===== src/pkg/rmh_pkg.sv =====
package rmh_pkg;

	// Register port geometry.
	localparam int ADDR_W = 8;
	localparam int DATA_W = 16;

	// Register byte offsets.
	localparam logic [7:0] OFS_ROM_DATA = 8'h48;
	localparam logic [7:0] OFS_QUEUE_CTL = 8'h4A;
	localparam logic [7:0] OFS_FILTER_W0 = 8'h60;
	localparam logic [7:0] OFS_FILTER_W1 = 8'h62;
	localparam logic [7:0] OFS_FILTER_W2 = 8'h64;
	localparam logic [7:0] OFS_FILTER_W3 = 8'h66;

	// Field positions in queue_control_status.
	localparam int BIT_RAM_TEST = 0;
	localparam int BIT_KEEP_OVF = 9;
	localparam int BIT_RX_FULL = 11;
	localparam int BIT_TX_ACT = 14;
	localparam int BIT_RX_ACT = 15;

	// Reset values.
	localparam logic [15:0] RST_WORD = 16'h0000;

	// Destination address parsing and hashing.
	localparam int DA_BYTES = 6;
	localparam int HASH_IDX_W = 6;
	localparam int HASH_WORDS = 4;
	localparam logic [31:0] CRC_INIT = 32'hFFFFFFFF;
	localparam logic [31:0] CRC_POLY = 32'hEDB88320;
	localparam int MCAST_BIT = 0;

	// Receive buffer depth.
	localparam int BUF_DEPTH = 2;

endpackage


===== src/hdl/rmh_rx_filter_regs.sv =====
`timescale 1ns/1ps

// Contract
// 16-bit read/write serial ROM data word.
// Software reads data word after busy clears.
// Software loads data before write command.
// Control bit 0 puts buffer RAM in test.
// Bit 9 keeps overrun frames, else discard.
// Bit 11 reads 1 while receive buffer full.
// Overrun only when data arrives while full; code also flags data arriving while a pending end waits to be pushed.
// Bit 14 shows transmitting or deferring.
// Bit 15 shows frame being received.
// 64-bit table as four words 0x60-0x66.
// Hash filtering only while enable set.
// CRC over destination of multicast frames.
// Low six CRC bits index table.
// Index 0 word0 LSB, 63 word3 MSB.
// Set bit accepts frame, clear discards.
// Busy flag high whole command duration.
// Overrun frame arrives while buffer full.
// Unicast or disabled filter never hash-dropped.
module rmh_rx_filter_regs #(
	parameter int DATA_W = rmh_pkg::DATA_W,
	parameter int BYTE_W = 8
) (
	// Clock and reset
	input wire logic CLK_I,
	input wire logic RESET_N_I,
	// Host register port
	input wire logic [rmh_pkg::ADDR_W-1:0] REG_ADDR_I,
	input wire logic REG_WR_I,
	input wire logic REG_RD_I,
	input wire logic [DATA_W-1:0] REG_WDATA_I,
	output logic [DATA_W-1:0] REG_RDATA_O,
	// Serial ROM sequencer side
	input wire logic ROM_BUSY_I,
	input wire logic ROM_LOAD_I,
	input wire logic [DATA_W-1:0] ROM_RD_DATA_I,
	output logic [DATA_W-1:0] ROM_WR_DATA_O,
	// Receive mode and transmitter status
	input wire logic MCAST_FILTER_EN_I,
	input wire logic TX_ACTIVE_I,
	input wire logic TX_DEFER_I,
	output logic BUF_RAM_TEST_O,
	// Incoming frame bytes
	input wire logic RX_VALID_I,
	input wire logic [BYTE_W-1:0] RX_DATA_I,
	input wire logic RX_LAST_I,
	output logic RX_READY_O,
	// Outgoing frame bytes
	output logic FRM_VALID_O,
	output logic [BYTE_W-1:0] FRM_DATA_O,
	output logic FRM_LAST_O,
	output logic FRM_DISCARD_O,
	output logic FRM_OVERRUN_O,
	input wire logic FRM_READY_I
);

	localparam int ENT_W = BYTE_W + 3;
	localparam int CNT_W = $clog2(rmh_pkg::BUF_DEPTH + 1);
	localparam int DA_W = $clog2(rmh_pkg::DA_BYTES + 1);
	localparam logic [CNT_W-1:0] CNT_FULL = CNT_W'(rmh_pkg::BUF_DEPTH);
	localparam logic [DA_W-1:0] DA_DONE = DA_W'(rmh_pkg::DA_BYTES);

	logic [DATA_W-1:0] rom_data;
	logic ram_test;
	logic keep_ovf;
	logic [rmh_pkg::HASH_WORDS-1:0][DATA_W-1:0] filter_word;
	logic [rmh_pkg::HASH_WORDS*DATA_W-1:0] filter_table;
	logic [31:0] crc;
	logic [DA_W-1:0] da_cnt;
	logic mcast;
	logic rx_busy;
	logic ovr_seen;
	logic pend_end;
	logic pend_filter;
	logic [rmh_pkg::HASH_IDX_W-1:0] hash_idx;
	logic hash_bit;
	logic filter_drop;
	logic buf_full;
	logic ovr_now;
	logic push;
	logic push_last;
	logic push_discard;
	logic push_ovr;
	logic [BYTE_W-1:0] push_data;
	logic pop;
	logic [rmh_pkg::BUF_DEPTH-1:0][ENT_W-1:0] buf_mem;
	logic [CNT_W-1:0] buf_cnt;
	logic wr_ptr;
	logic rd_ptr;
	logic [ENT_W-1:0] head;
	logic wr_rom;
	logic wr_ctl;
	logic [DATA_W-1:0] next_rdata;

	function automatic logic [31:0] crc_byte(input logic [31:0] c, input logic [7:0] d);
		logic [31:0] r;
		r = c;
		for (int i = 0; i < 8; i++) begin
			r = (r[0] ^ d[i]) ? ((r >> 1) ^ rmh_pkg::CRC_POLY) : (r >> 1);
		end
		return r;
	endfunction

	assign wr_rom = REG_WR_I && (REG_ADDR_I == rmh_pkg::OFS_ROM_DATA);
	assign wr_ctl = REG_WR_I && (REG_ADDR_I == rmh_pkg::OFS_QUEUE_CTL);

	// A word delivered by the sequencer wins over a host write in the same cycle.
	always_ff @(posedge CLK_I or negedge RESET_N_I) begin
		if (!RESET_N_I) begin
			rom_data <= rmh_pkg::RST_WORD;
		end else if (ROM_LOAD_I) begin
			rom_data <= ROM_RD_DATA_I;
		end else if (wr_rom && !ROM_BUSY_I) begin
			rom_data <= REG_WDATA_I;
		end
	end

	assign ROM_WR_DATA_O = rom_data;

	always_ff @(posedge CLK_I or negedge RESET_N_I) begin
		if (!RESET_N_I) begin
			ram_test <= 1'b0;
			keep_ovf <= 1'b0;
		end else if (wr_ctl) begin
			ram_test <= REG_WDATA_I[rmh_pkg::BIT_RAM_TEST];
			keep_ovf <= REG_WDATA_I[rmh_pkg::BIT_KEEP_OVF];
		end
	end

	assign BUF_RAM_TEST_O = ram_test;

	// Table words sit at consecutive 16-bit word offsets, two bytes apart, from word 0.
	always_ff @(posedge CLK_I or negedge RESET_N_I) begin
		if (!RESET_N_I) begin
			filter_word <= {rmh_pkg::HASH_WORDS{rmh_pkg::RST_WORD}};
		end else begin
			for (int w = 0; w < rmh_pkg::HASH_WORDS; w++) begin
				if (REG_WR_I && (REG_ADDR_I == rmh_pkg::OFS_FILTER_W0 + 8'(2 * w))) begin
					filter_word[w] <= REG_WDATA_I;
				end
			end
		end
	end

	assign filter_table = filter_word;

	always_comb begin
		next_rdata = '0;
		case (REG_ADDR_I)
			rmh_pkg::OFS_ROM_DATA: begin
				next_rdata = rom_data;
			end
			rmh_pkg::OFS_QUEUE_CTL: begin
				next_rdata[rmh_pkg::BIT_RAM_TEST] = ram_test;
				next_rdata[rmh_pkg::BIT_KEEP_OVF] = keep_ovf;
				next_rdata[rmh_pkg::BIT_RX_FULL] = buf_full;
				next_rdata[rmh_pkg::BIT_TX_ACT] = TX_ACTIVE_I | TX_DEFER_I;
				next_rdata[rmh_pkg::BIT_RX_ACT] = rx_busy | pend_end;
			end
			rmh_pkg::OFS_FILTER_W0: begin
				next_rdata = filter_word[0];
			end
			rmh_pkg::OFS_FILTER_W1: begin
				next_rdata = filter_word[1];
			end
			rmh_pkg::OFS_FILTER_W2: begin
				next_rdata = filter_word[2];
			end
			rmh_pkg::OFS_FILTER_W3: begin
				next_rdata = filter_word[3];
			end
			default: begin
				next_rdata = '0;
			end
		endcase
	end

	always_ff @(posedge CLK_I or negedge RESET_N_I) begin
		if (!RESET_N_I) begin
			REG_RDATA_O <= '0;
		end else if (REG_RD_I) begin
			REG_RDATA_O <= next_rdata;
		end
	end

	// Destination address parsing; every arriving byte is seen, even one the buffer refuses.
	always_ff @(posedge CLK_I or negedge RESET_N_I) begin
		if (!RESET_N_I) begin
			crc <= rmh_pkg::CRC_INIT;
			da_cnt <= '0;
			mcast <= 1'b0;
			rx_busy <= 1'b0;
		end else if (RX_VALID_I) begin
			rx_busy <= !RX_LAST_I;
			if (RX_LAST_I) begin
				crc <= rmh_pkg::CRC_INIT;
				da_cnt <= '0;
			end else if (da_cnt != DA_DONE) begin
				crc <= crc_byte(crc, RX_DATA_I);
				da_cnt <= da_cnt + DA_W'(1);
				if (da_cnt == '0) begin
					mcast <= RX_DATA_I[rmh_pkg::MCAST_BIT];
				end
			end
		end
	end

	assign hash_idx = ~crc[rmh_pkg::HASH_IDX_W-1:0];
	assign hash_bit = filter_table[hash_idx];
	assign filter_drop = MCAST_FILTER_EN_I && mcast && (da_cnt == DA_DONE) && !hash_bit;

	// Receive buffer occupancy and overrun detection.
	assign buf_full = (buf_cnt == CNT_FULL);
	assign ovr_now = RX_VALID_I && (buf_full || pend_end);
	assign push = !buf_full && (pend_end || RX_VALID_I);
	assign push_last = pend_end || RX_LAST_I;
	assign push_data = pend_end ? '0 : RX_DATA_I;
	assign push_ovr = pend_end || ovr_seen;
	assign push_discard = pend_end ? (pend_filter || !keep_ovf) : (filter_drop || (ovr_seen && !keep_ovf));
	assign RX_READY_O = !buf_full && !pend_end;

	// A refused last byte leaves a pending end that is pushed as an empty closing entry.
	always_ff @(posedge CLK_I or negedge RESET_N_I) begin
		if (!RESET_N_I) begin
			pend_end <= 1'b0;
			pend_filter <= 1'b0;
		end else if (pend_end && push) begin
			pend_end <= 1'b0;
		end else if (RX_VALID_I && RX_LAST_I && buf_full) begin
			pend_end <= 1'b1;
			pend_filter <= filter_drop;
		end
	end

	always_ff @(posedge CLK_I or negedge RESET_N_I) begin
		if (!RESET_N_I) begin
			ovr_seen <= 1'b0;
		end else if (push && push_last) begin
			ovr_seen <= ovr_now && pend_end;
		end else if (ovr_now) begin
			ovr_seen <= 1'b1;
		end
	end

	assign pop = FRM_VALID_O && FRM_READY_I;

	always_ff @(posedge CLK_I or negedge RESET_N_I) begin
		if (!RESET_N_I) begin
			buf_mem <= '0;
			wr_ptr <= 1'b0;
		end else if (push) begin
			buf_mem[wr_ptr] <= {push_last, push_discard && push_last, push_ovr && push_last, push_data};
			wr_ptr <= !wr_ptr;
		end
	end

	always_ff @(posedge CLK_I or negedge RESET_N_I) begin
		if (!RESET_N_I) begin
			rd_ptr <= 1'b0;
			buf_cnt <= '0;
		end else begin
			if (pop) begin
				rd_ptr <= !rd_ptr;
			end
			if (push && !pop) begin
				buf_cnt <= buf_cnt + CNT_W'(1);
			end else if (pop && !push) begin
				buf_cnt <= buf_cnt - CNT_W'(1);
			end
		end
	end

	assign head = buf_mem[rd_ptr];
	assign FRM_VALID_O = (buf_cnt != '0);
	assign FRM_LAST_O = head[BYTE_W+2];
	assign FRM_DISCARD_O = head[BYTE_W+1];
	assign FRM_OVERRUN_O = head[BYTE_W];
	assign FRM_DATA_O = head[BYTE_W-1:0];

	rom_load_a: assert property (@(posedge CLK_I) disable iff (!RESET_N_I)
		ROM_LOAD_I |=> rom_data == $past(ROM_RD_DATA_I))
		else $error("Sequencer word not captured.");

	rom_write_a: assert property (@(posedge CLK_I) disable iff (!RESET_N_I)
		wr_rom && !ROM_BUSY_I && !ROM_LOAD_I |=> ROM_WR_DATA_O == $past(REG_WDATA_I))
		else $error("Host data word not stored.");

	busy_guard_a: assert property (@(posedge CLK_I) disable iff (!RESET_N_I)
		wr_rom && ROM_BUSY_I && !ROM_LOAD_I |=> $stable(rom_data))
		else $error("Data word changed during busy.");

	test_mode_a: assert property (@(posedge CLK_I) disable iff (!RESET_N_I)
		wr_ctl |=> BUF_RAM_TEST_O == $past(REG_WDATA_I[rmh_pkg::BIT_RAM_TEST]))
		else $error("Test mode not following control.");

	full_flag_a: assert property (@(posedge CLK_I) disable iff (!RESET_N_I)
		REG_RD_I && REG_ADDR_I == rmh_pkg::OFS_QUEUE_CTL |=>
		REG_RDATA_O[rmh_pkg::BIT_RX_FULL] == $past(buf_cnt == CNT_FULL))
		else $error("Full bit wrong.");

	overrun_mark_a: assert property (@(posedge CLK_I) disable iff (!RESET_N_I)
		RX_VALID_I && buf_full && !RX_LAST_I |=> ovr_seen)
		else $error("Overrun not marked.");

	full_quiet_a: assert property (@(posedge CLK_I) disable iff (!RESET_N_I)
		buf_full && !RX_VALID_I && !ovr_seen |=> !ovr_seen)
		else $error("Full alone flagged overrun.");

	tx_status_a: assert property (@(posedge CLK_I) disable iff (!RESET_N_I)
		REG_RD_I && REG_ADDR_I == rmh_pkg::OFS_QUEUE_CTL |=>
		REG_RDATA_O[rmh_pkg::BIT_TX_ACT] == $past(TX_ACTIVE_I || TX_DEFER_I))
		else $error("Transmit indicator wrong.");

	hash_drop_a: assert property (@(posedge CLK_I) disable iff (!RESET_N_I)
		push && RX_LAST_I && !pend_end && MCAST_FILTER_EN_I && mcast && da_cnt == DA_DONE && !hash_bit
		|=> buf_mem[$past(wr_ptr)][BYTE_W+1])
		else $error("Hash miss frame not discarded.");

	unicast_pass_a: assert property (@(posedge CLK_I) disable iff (!RESET_N_I)
		push && RX_LAST_I && !pend_end && (!mcast || !MCAST_FILTER_EN_I) && !ovr_seen |-> !push_discard)
		else $error("Frame dropped by inactive filter.");

	keep_ovf_a: assert property (@(posedge CLK_I) disable iff (!RESET_N_I)
		push && RX_LAST_I && !pend_end && ovr_seen && !filter_drop |-> push_discard == !keep_ovf)
		else $error("Overrun frame handling wrong.");

	table_write_a: assert property (@(posedge CLK_I) disable iff (!RESET_N_I)
		REG_WR_I && REG_ADDR_I == rmh_pkg::OFS_FILTER_W3 |=> filter_table[63:48] == $past(REG_WDATA_I))
		else $error("Top table word not stored.");

	stall_hold_a: assert property (@(posedge CLK_I) disable iff (!RESET_N_I)
		FRM_VALID_O && !FRM_READY_I |=> FRM_VALID_O && $stable(FRM_DATA_O) && $stable(FRM_LAST_O))
		else $error("Output changed under stall.");

	rx_status_a: assert property (@(posedge CLK_I) disable iff (!RESET_N_I)
		RX_VALID_I && !RX_LAST_I |=> rx_busy)
		else $error("Receive indicator not raised.");

	close_entry_a: assert property (@(posedge CLK_I) disable iff (!RESET_N_I)
		pend_end && push |=> buf_mem[$past(wr_ptr)][BYTE_W+2] && buf_mem[$past(wr_ptr)][BYTE_W])
		else $error("Closing entry not marked overrun.");

	ready_full_a: assert property (@(posedge CLK_I) disable iff (!RESET_N_I)
		buf_full |-> !RX_READY_O)
		else $error("Ready high while buffer full.");

endmodule // rmh_rx_filter_regs


===== config.mk =====
export PLATFORM = sky130hd
export DESIGN_NAME = rmh_rx_filter_regs
export DESIGN_NICKNAME = d
export VERILOG_FILES = /design/src/pkg/rmh_pkg.sv /design/src/hdl/rmh_rx_filter_regs.sv
export SDC_FILE = /design/constraint.sdc
export NUM_CORES = 1
export LEC_CHECK = 0
export ABC_CLOCK_PERIOD_IN_PS = 2200
export BUFFER_PORTS_ARGS = -buffer_cell sky130_fd_sc_hd__buf_2
export CAP_MARGIN = 30
export CORE_MARGIN = 2
export CORE_UTILIZATION = 25
export CTS_CLUSTER_SIZE = 20
export DETAILED_ROUTE_END_ITERATION = 6
export SKIP_CTS_REPAIR_TIMING = 1
export SYNTH_ARGS = -nofsm -noshare
export SYNTH_HDL_FRONTEND = slang
export SYNTH_SLANG_ARGS = --single-unit

===== constraint.sdc =====
create_clock -name CLK_I -period 2.2 [get_ports CLK_I]
set_input_delay 0.44 -clock CLK_I [delete_from_list [all_inputs] [get_ports CLK_I]]
set_output_delay 0.44 -clock CLK_I [all_outputs]
set_load 0.1 [all_outputs]

* Word-level counts from Yosys, hierarchy flattened
Cells that the tools add are included.
** Storage, ports and cells
- Logic and storage cells :: 144
- Output and inout bits :: 46
- Input port bits :: 60
- Bits in registers :: 164
** Cells by class
- Bitwise operators :: 21
- Magnitude comparators :: 4
- Multiplexer cells :: 36
- Reduce and logical (&&, ||, !) cells :: 51
- Add/subtract/negate cells :: 3
- Equality and inequality tests :: 9
** Operator list (count)
- 32-bit 2-to-1 mux :: 10
- 13-bit inverter with 14-bit output :: 8
- 8-bit by 7-bit equality test with 1-bit output (second input constant) :: 6
- 8-bit one-hot mux with 5 select lines :: 1
- 11-bit 2-to-1 mux :: 3
- 16-bit 2-to-1 mux :: 2
- 1-bit logical AND :: 25
- 22-bit bitwise mux :: 1
- 1-bit one-hot mux with 6 select lines :: 3
- 2-bit one-hot mux with 6 select lines :: 1
- 2-bit nonzero test :: 6
- 11-bit demux with 1-bit select :: 1
- 1-bit logical NOT :: 10
- 2-bit one-hot mux with 5 select lines :: 1
- 8-bit 2-to-1 mux :: 1
- 1-bit XOR :: 8
- 6-bit by 7-bit < comparator with 1-bit output (second input constant) :: 1
- 1-bit binary-select mux with 6-bit select :: 1
- 1-bit logical OR :: 6
- 1-bit 2-to-1 mux :: 6
- 3-bit 2-to-1 mux :: 2
- 6-bit inverter :: 1
- 1-bit one-hot mux with 5 select lines :: 1
- 1-bit by 2-bit < comparator with 1-bit output (second input constant) :: 2
- 13 further kinds :: 17

* Depth between registers and ports, before layout
- Depth after elaboration :: 18
- Depth in mapped cells :: 9
- Mapped depth without buffers :: 7

* Worst setup path before layout
No wires, ideal clock.
- Kind :: reg-to-output
- Start point :: reg pend_end
- End point :: out RX_READY_O
- Required time :: 1.760 ns
- Slack :: -0.194 ns
- Path buffers :: 2
- Cell stages (with the launch flop) :: 4
- Arrival time :: 1.954 ns
- Cell sequence :: dfrtp_1 > clkbuf_1 > clkbuf_1 > nor2_1
** On the way
- Longest elaborated chain between the ends :: 2
** Ends and longest elaborated chain
- start, declared :: RTL line rmh_rx_filter_regs.sv:75 : logic pend_end;
- start signal, assigned :: RTL line rmh_rx_filter_regs.sv:227 : pend_end <= 1'b0;
- start signal, assigned :: RTL line rmh_rx_filter_regs.sv:230 : pend_end <= 1'b0;
- start signal, assigned :: RTL line rmh_rx_filter_regs.sv:232 : pend_end <= 1'b1;
- 1-bit logical NOT :: RTL line rmh_rx_filter_regs.sv:222 : assign RX_READY_O = !buf_full && !pend_end;
- 1-bit logical AND :: RTL line rmh_rx_filter_regs.sv:222
- end, declared :: RTL line rmh_rx_filter_regs.sv:49 : output logic RX_READY_O,
Every way passes these cells.

* Final worst setup path
- Start point :: reg crc[0]
- End point :: reg buf_mem[9] in the netlist's numbering
** On the way
- Longest elaborated chain between the ends :: 9
** Ends and longest elaborated chain
- start, declared :: RTL line rmh_rx_filter_regs.sv:70 : logic [31:0] crc;
- start signal, assigned :: RTL line rmh_rx_filter_regs.sv:191 : crc <= rmh_pkg::CRC_INIT;
- start signal, assigned :: RTL line rmh_rx_filter_regs.sv:198 : crc <= rmh_pkg::CRC_INIT;
- start signal, assigned :: RTL line rmh_rx_filter_regs.sv:201 : crc <= crc_byte(crc, RX_DATA_I);
- 6-bit inverter :: RTL line rmh_rx_filter_regs.sv:210 : assign hash_idx = ~crc[rmh_pkg::HASH_IDX_W-1:0];
- 1-bit binary-select mux with 6-bit select :: RTL line rmh_rx_filter_regs.sv:211 : assign hash_bit = filter_table[hash_idx];
- 1-bit 2-to-1 mux (implied by the code) :: RTL line rmh_rx_filter_regs.sv:211
- 1-bit logical NOT :: RTL line rmh_rx_filter_regs.sv:212 : assign filter_drop = MCAST_FILTER_EN_I && mcast && (da_cnt == DA_DONE) && !hash_bit;
- 1-bit logical AND :: RTL line rmh_rx_filter_regs.sv:212
- 1-bit logical OR :: RTL line rmh_rx_filter_regs.sv:221 : assign push_discard = pend_end ? (pend_filter || !keep_ovf) : (filter_drop || (ovr_seen && !keep_ovf));
- 1-bit 2-to-1 mux :: RTL line rmh_rx_filter_regs.sv:221
- 1-bit logical AND :: RTL line rmh_rx_filter_regs.sv:254 : buf_mem[wr_ptr] <= {push_last, push_discard && push_last, push_ovr && push_last, push_data};
- 22-bit bitwise mux :: RTL line rmh_rx_filter_regs.sv:254
- end signal, assigned by index :: RTL line rmh_rx_filter_regs.sv:254
- end, declared :: RTL line rmh_rx_filter_regs.sv:88 : logic [rmh_pkg::BUF_DEPTH-1:0][ENT_W-1:0] buf_mem;
Every way passes these cells. The select of a mux whose other input is x is not followed.
A chain may end at the register's enable or synchronous reset.

==> impl_metrics.env <==
export IMPL_via_per_inst=4.641
export IMPL_async_flop_share_pct=100.0
export IMPL_port_buffers=105
export IMPL_failed_checks="negative setup slack"
export IMPL_areaGrowthSynthToFinish_pct=23.36
export IMPL_numCtsBuffers=17
export IMPL_yosys_top_cells_area="dfrtp_1 (39%), mux2_2 (11%), dfstp_2 (9.8%), mux4_2 (5.5%), xnor2_1 (4.6%)"
export IMPL_ir_drop_v=0.0009118
export IMPL_fmax_mhz=449.9
export IMPL_wire_per_inst_um=17.75
export IMPL_wl_met3_um=1160
export IMPL_worst_path_max_fanout=7
export IMPL_grt_max_degree=48
export IMPL_max_stage_delay_ps=650
export IMPL_ys_warn_count=0
export IMPL_multi_input_area_mm2=0.004200
export IMPL_dp_hpwl_um=17330
export IMPL_drt_wl_total_um=23250
export IMPL_start_util_pct=25.46
export IMPL_status="finished with violations"
export IMPL_cpLargestDelayFamily="multiplexers"
export IMPL_numClockSinks=164
export IMPL_rsz0062_at_grt="yes"
export IMPL_worst_slew_pin_slew_ps=527.1
export IMPL_path_cells="mux4_2 > mux2_4 > a221oi_4 > buf_4 > o21ai_0 > o21ai_0"
export IMPL_synthCells=709
export IMPL_vias=6080
export IMPL_synth_avg_cell_area_um2=12.07
export IMPL_drtIter0Drc=399
export IMPL_synthAdderAreaFrac_pct=0.5847
export IMPL_cts_tree="built"
export IMPL_cts_root_buffer="clkbuf_16"
export IMPL_hp_class="in -> reg"
export IMPL_die_w_um=189.0
export IMPL_grt_first_pass_wirelength_um=36630
export IMPL_period_share_pct=101.0
export IMPL_drt_met1_wl_um=11020
export IMPL_drc=0
export IMPL_synth_seq_area_share_pct=48.41
export IMPL_setup_viol=2
export IMPL_ys_types=58
export IMPL_final_cells=1310
export IMPL_netlist_area_mm2=0.008559
export IMPL_drive_above_1_share_pct=42.21
export IMPL_path_buf_inv=1
export IMPL_hold_ws_ps=296.3
export IMPL_skew_ps=15.04
export IMPL_p_leak_uw=0.004697
export IMPL_netlist_area_leader_share_pct=38.59
export IMPL_synth_top_family_by_area="multiplexers"
export IMPL_synth_compound_area_share_pct=10.76
export IMPL_power_density_mw_per_mm2=1287
export IMPL_die_height_um=189.0
export IMPL_grt_pass1_vias=6058
export IMPL_ant_nets=0
export IMPL_coreArea_mm2=0.03362
export IMPL_synth_edf_count=0
export IMPL_cp_common_cell="o21ai_0"
export IMPL_clk_pin_slew_ps=70
export IMPL_clk_latency_ps=440
export IMPL_n_fill_cell=3366
export IMPL_placedCellCount=1275
export IMPL_layout_nets=911
export IMPL_std_cell_rows=67
export IMPL_grt_util_all_layers_pct=13.36
export IMPL_place_gp_congestion=0.8271
export IMPL_synthMuxAreaShare_pct=19.11
export IMPL_grt_overflow=0
export IMPL_synth_simple_area_share_pct=8.946
export IMPL_met2WireLength_um=10640
export IMPL_slew_viol_final=0
export IMPL_clock_path_buffers=2
export IMPL_antenna_found_initial=4
export IMPL_worstSetupStartpointType="flop"
export IMPL_cap_viol_max_count=0
export IMPL_hold_viol=0
export IMPL_worstSetupPathType="reg -> reg"
export IMPL_dieArea_mm2=0.03573
export IMPL_h_tree_depth=4
export IMPL_maxSlewHeadroom_pct=64.69
export IMPL_drt_pass1_iterations=5
export IMPL_period_minus_slack_ps=2223
export IMPL_yosys_area_share_xor_xnor_pct=9.312
export IMPL_setup_ws_ps=-22.91
export IMPL_synth_largest_area_cell="dfrtp_1"
export IMPL_io_pins=106
export IMPL_cp_arrival_ps=2580
export IMPL_final_core_util_pct=31.41
export IMPL_synth_flop_cell="dfrtp_1"
export IMPL_cp_end_kind="flop"
export IMPL_worstPathRequired_ps=2550
export IMPL_synth_nets=773
export IMPL_crit_slowest_cell="dfstp_2"
export IMPL_seq_area_mm2=0.004144
export IMPL_place_ws_ps=-16.25
export IMPL_top_layer_used="met5"
export IMPL_ys_ff_latch=164
==> worst register-to-register path: cells and delay by family (launching register included) <==
kind | cells | cell delay [ps]
AO/OA/AOI/OAI | 3 | 480
buffers and inverters | 1 | 160
flip-flops | 1 | 650
multiplexers | 2 | 850
==> cells in the mapped netlist, drive strengths merged (14+ instances only) <==
library cell and n:
dfrtp 132, mux2 82, nor2 62, xnor2 53, a21oi 49, nand2 43, dfstp 32, o21ai 31
mux4 24, buf 23, clkbuf 22, xor2 22, nand2b 18, mux2i 16, a22oi 14
==> area by class of cell <==
class                      instances  share of cell area (%)
antenna                            2                 0.04740
multi-input combinational        496                   39.78
clock inverter                    13                   1.185
sequential                       164                   39.25
tap                              448                   5.309
inverter                           4                  0.1422
clock buffer                      19                   4.100
timing repair buffer             164                   10.19
==> routing by layer <==
metal / vias to the layer above / track usage [%]
li1: 2832 / -
met1: 3079 / 18.67
met2: 135 / 20.36
met3: 30 / 3.133
met4: 4 / 4.357
met5: - / 0
==> power breakdown <==
| group | internal, uW | switching (uW) | total [uW] |
|---|---|---|---|
| Sequential | 3770 | 491 | 4270 |
| Clock | 1570 | 1290 | 2860 |
| Combinational | 2550 | 3910 | 6460 |
| Total | 7900 | 5690 | 13600 |
==> registers in the layout (all words and copies together) (netlist names), 2 cells and up <==
name	flops
REG_RDATA_O	16
ROM_WR_DATA_O	16
buf_cnt	2
buf_mem	22
crc	32
da_cnt	3
filter_table	64
==> layout by cell type (no fill, tap or decap), types with 7 or more instances in the layout <==
cell type	n
o221a_2	7
xor2_1	19
nand2_1	41
dfrtp_1	132
xnor2_1	44
buf_12	7
o21ai_0	29
mux2i_1	16
nor2_1	61
and2_1	9
buf_2	104
o211ai_1	8
a221o_1	9
buf_4	48
a21oi_1	49
clkbuf_16	17
mux4_2	22
mux2_2	81
a22oi_1	14
dfstp_2	32
nand2b_1	18
==> cells by family (layout without fill, tap and decap cells) <==
group	after synthesis	count (layout)
xor+xnor	76	76
mux	122	122
flops	164	164
compound gates	140	140
other cells	0	2
fa+ha+maj	4	4
buf+inv	49	200
simple gates	154	154
==> path summary, 6_finish.rpt <==
check                             from                to  slack (ps)  cells after the start
max in group asynchronous    RESET_N_I           crc[11]        1000                      3
hold reg to reg            buf_mem[12]       buf_mem[12]         480                      2
setup / recovery                crc[0]        buf_mem[9]         -20                      6
setup reg to reg                crc[0]        buf_mem[9]         -20                      6
hold / removal             FRM_READY_I            rd_ptr         300                      3
min in group asynchronous    RESET_N_I  ROM_WR_DATA_O[5]         520                      2
==> metrics by stage <==
step / power (uW) / cell area, um2 / setup TNS [ps]
finish: 13590 / 10560 / -34.34
global route: 14380 / 10550 / -199.2
CTS: 13620 / 10500 / -53.43
detailed placement: 10720 / 9946 / -46.00
global placement: 10640 / 9946 / -4.020
floorplan: 9298 / 8562 / 0
No activity file was read; power rests on OpenSTA's default activity.
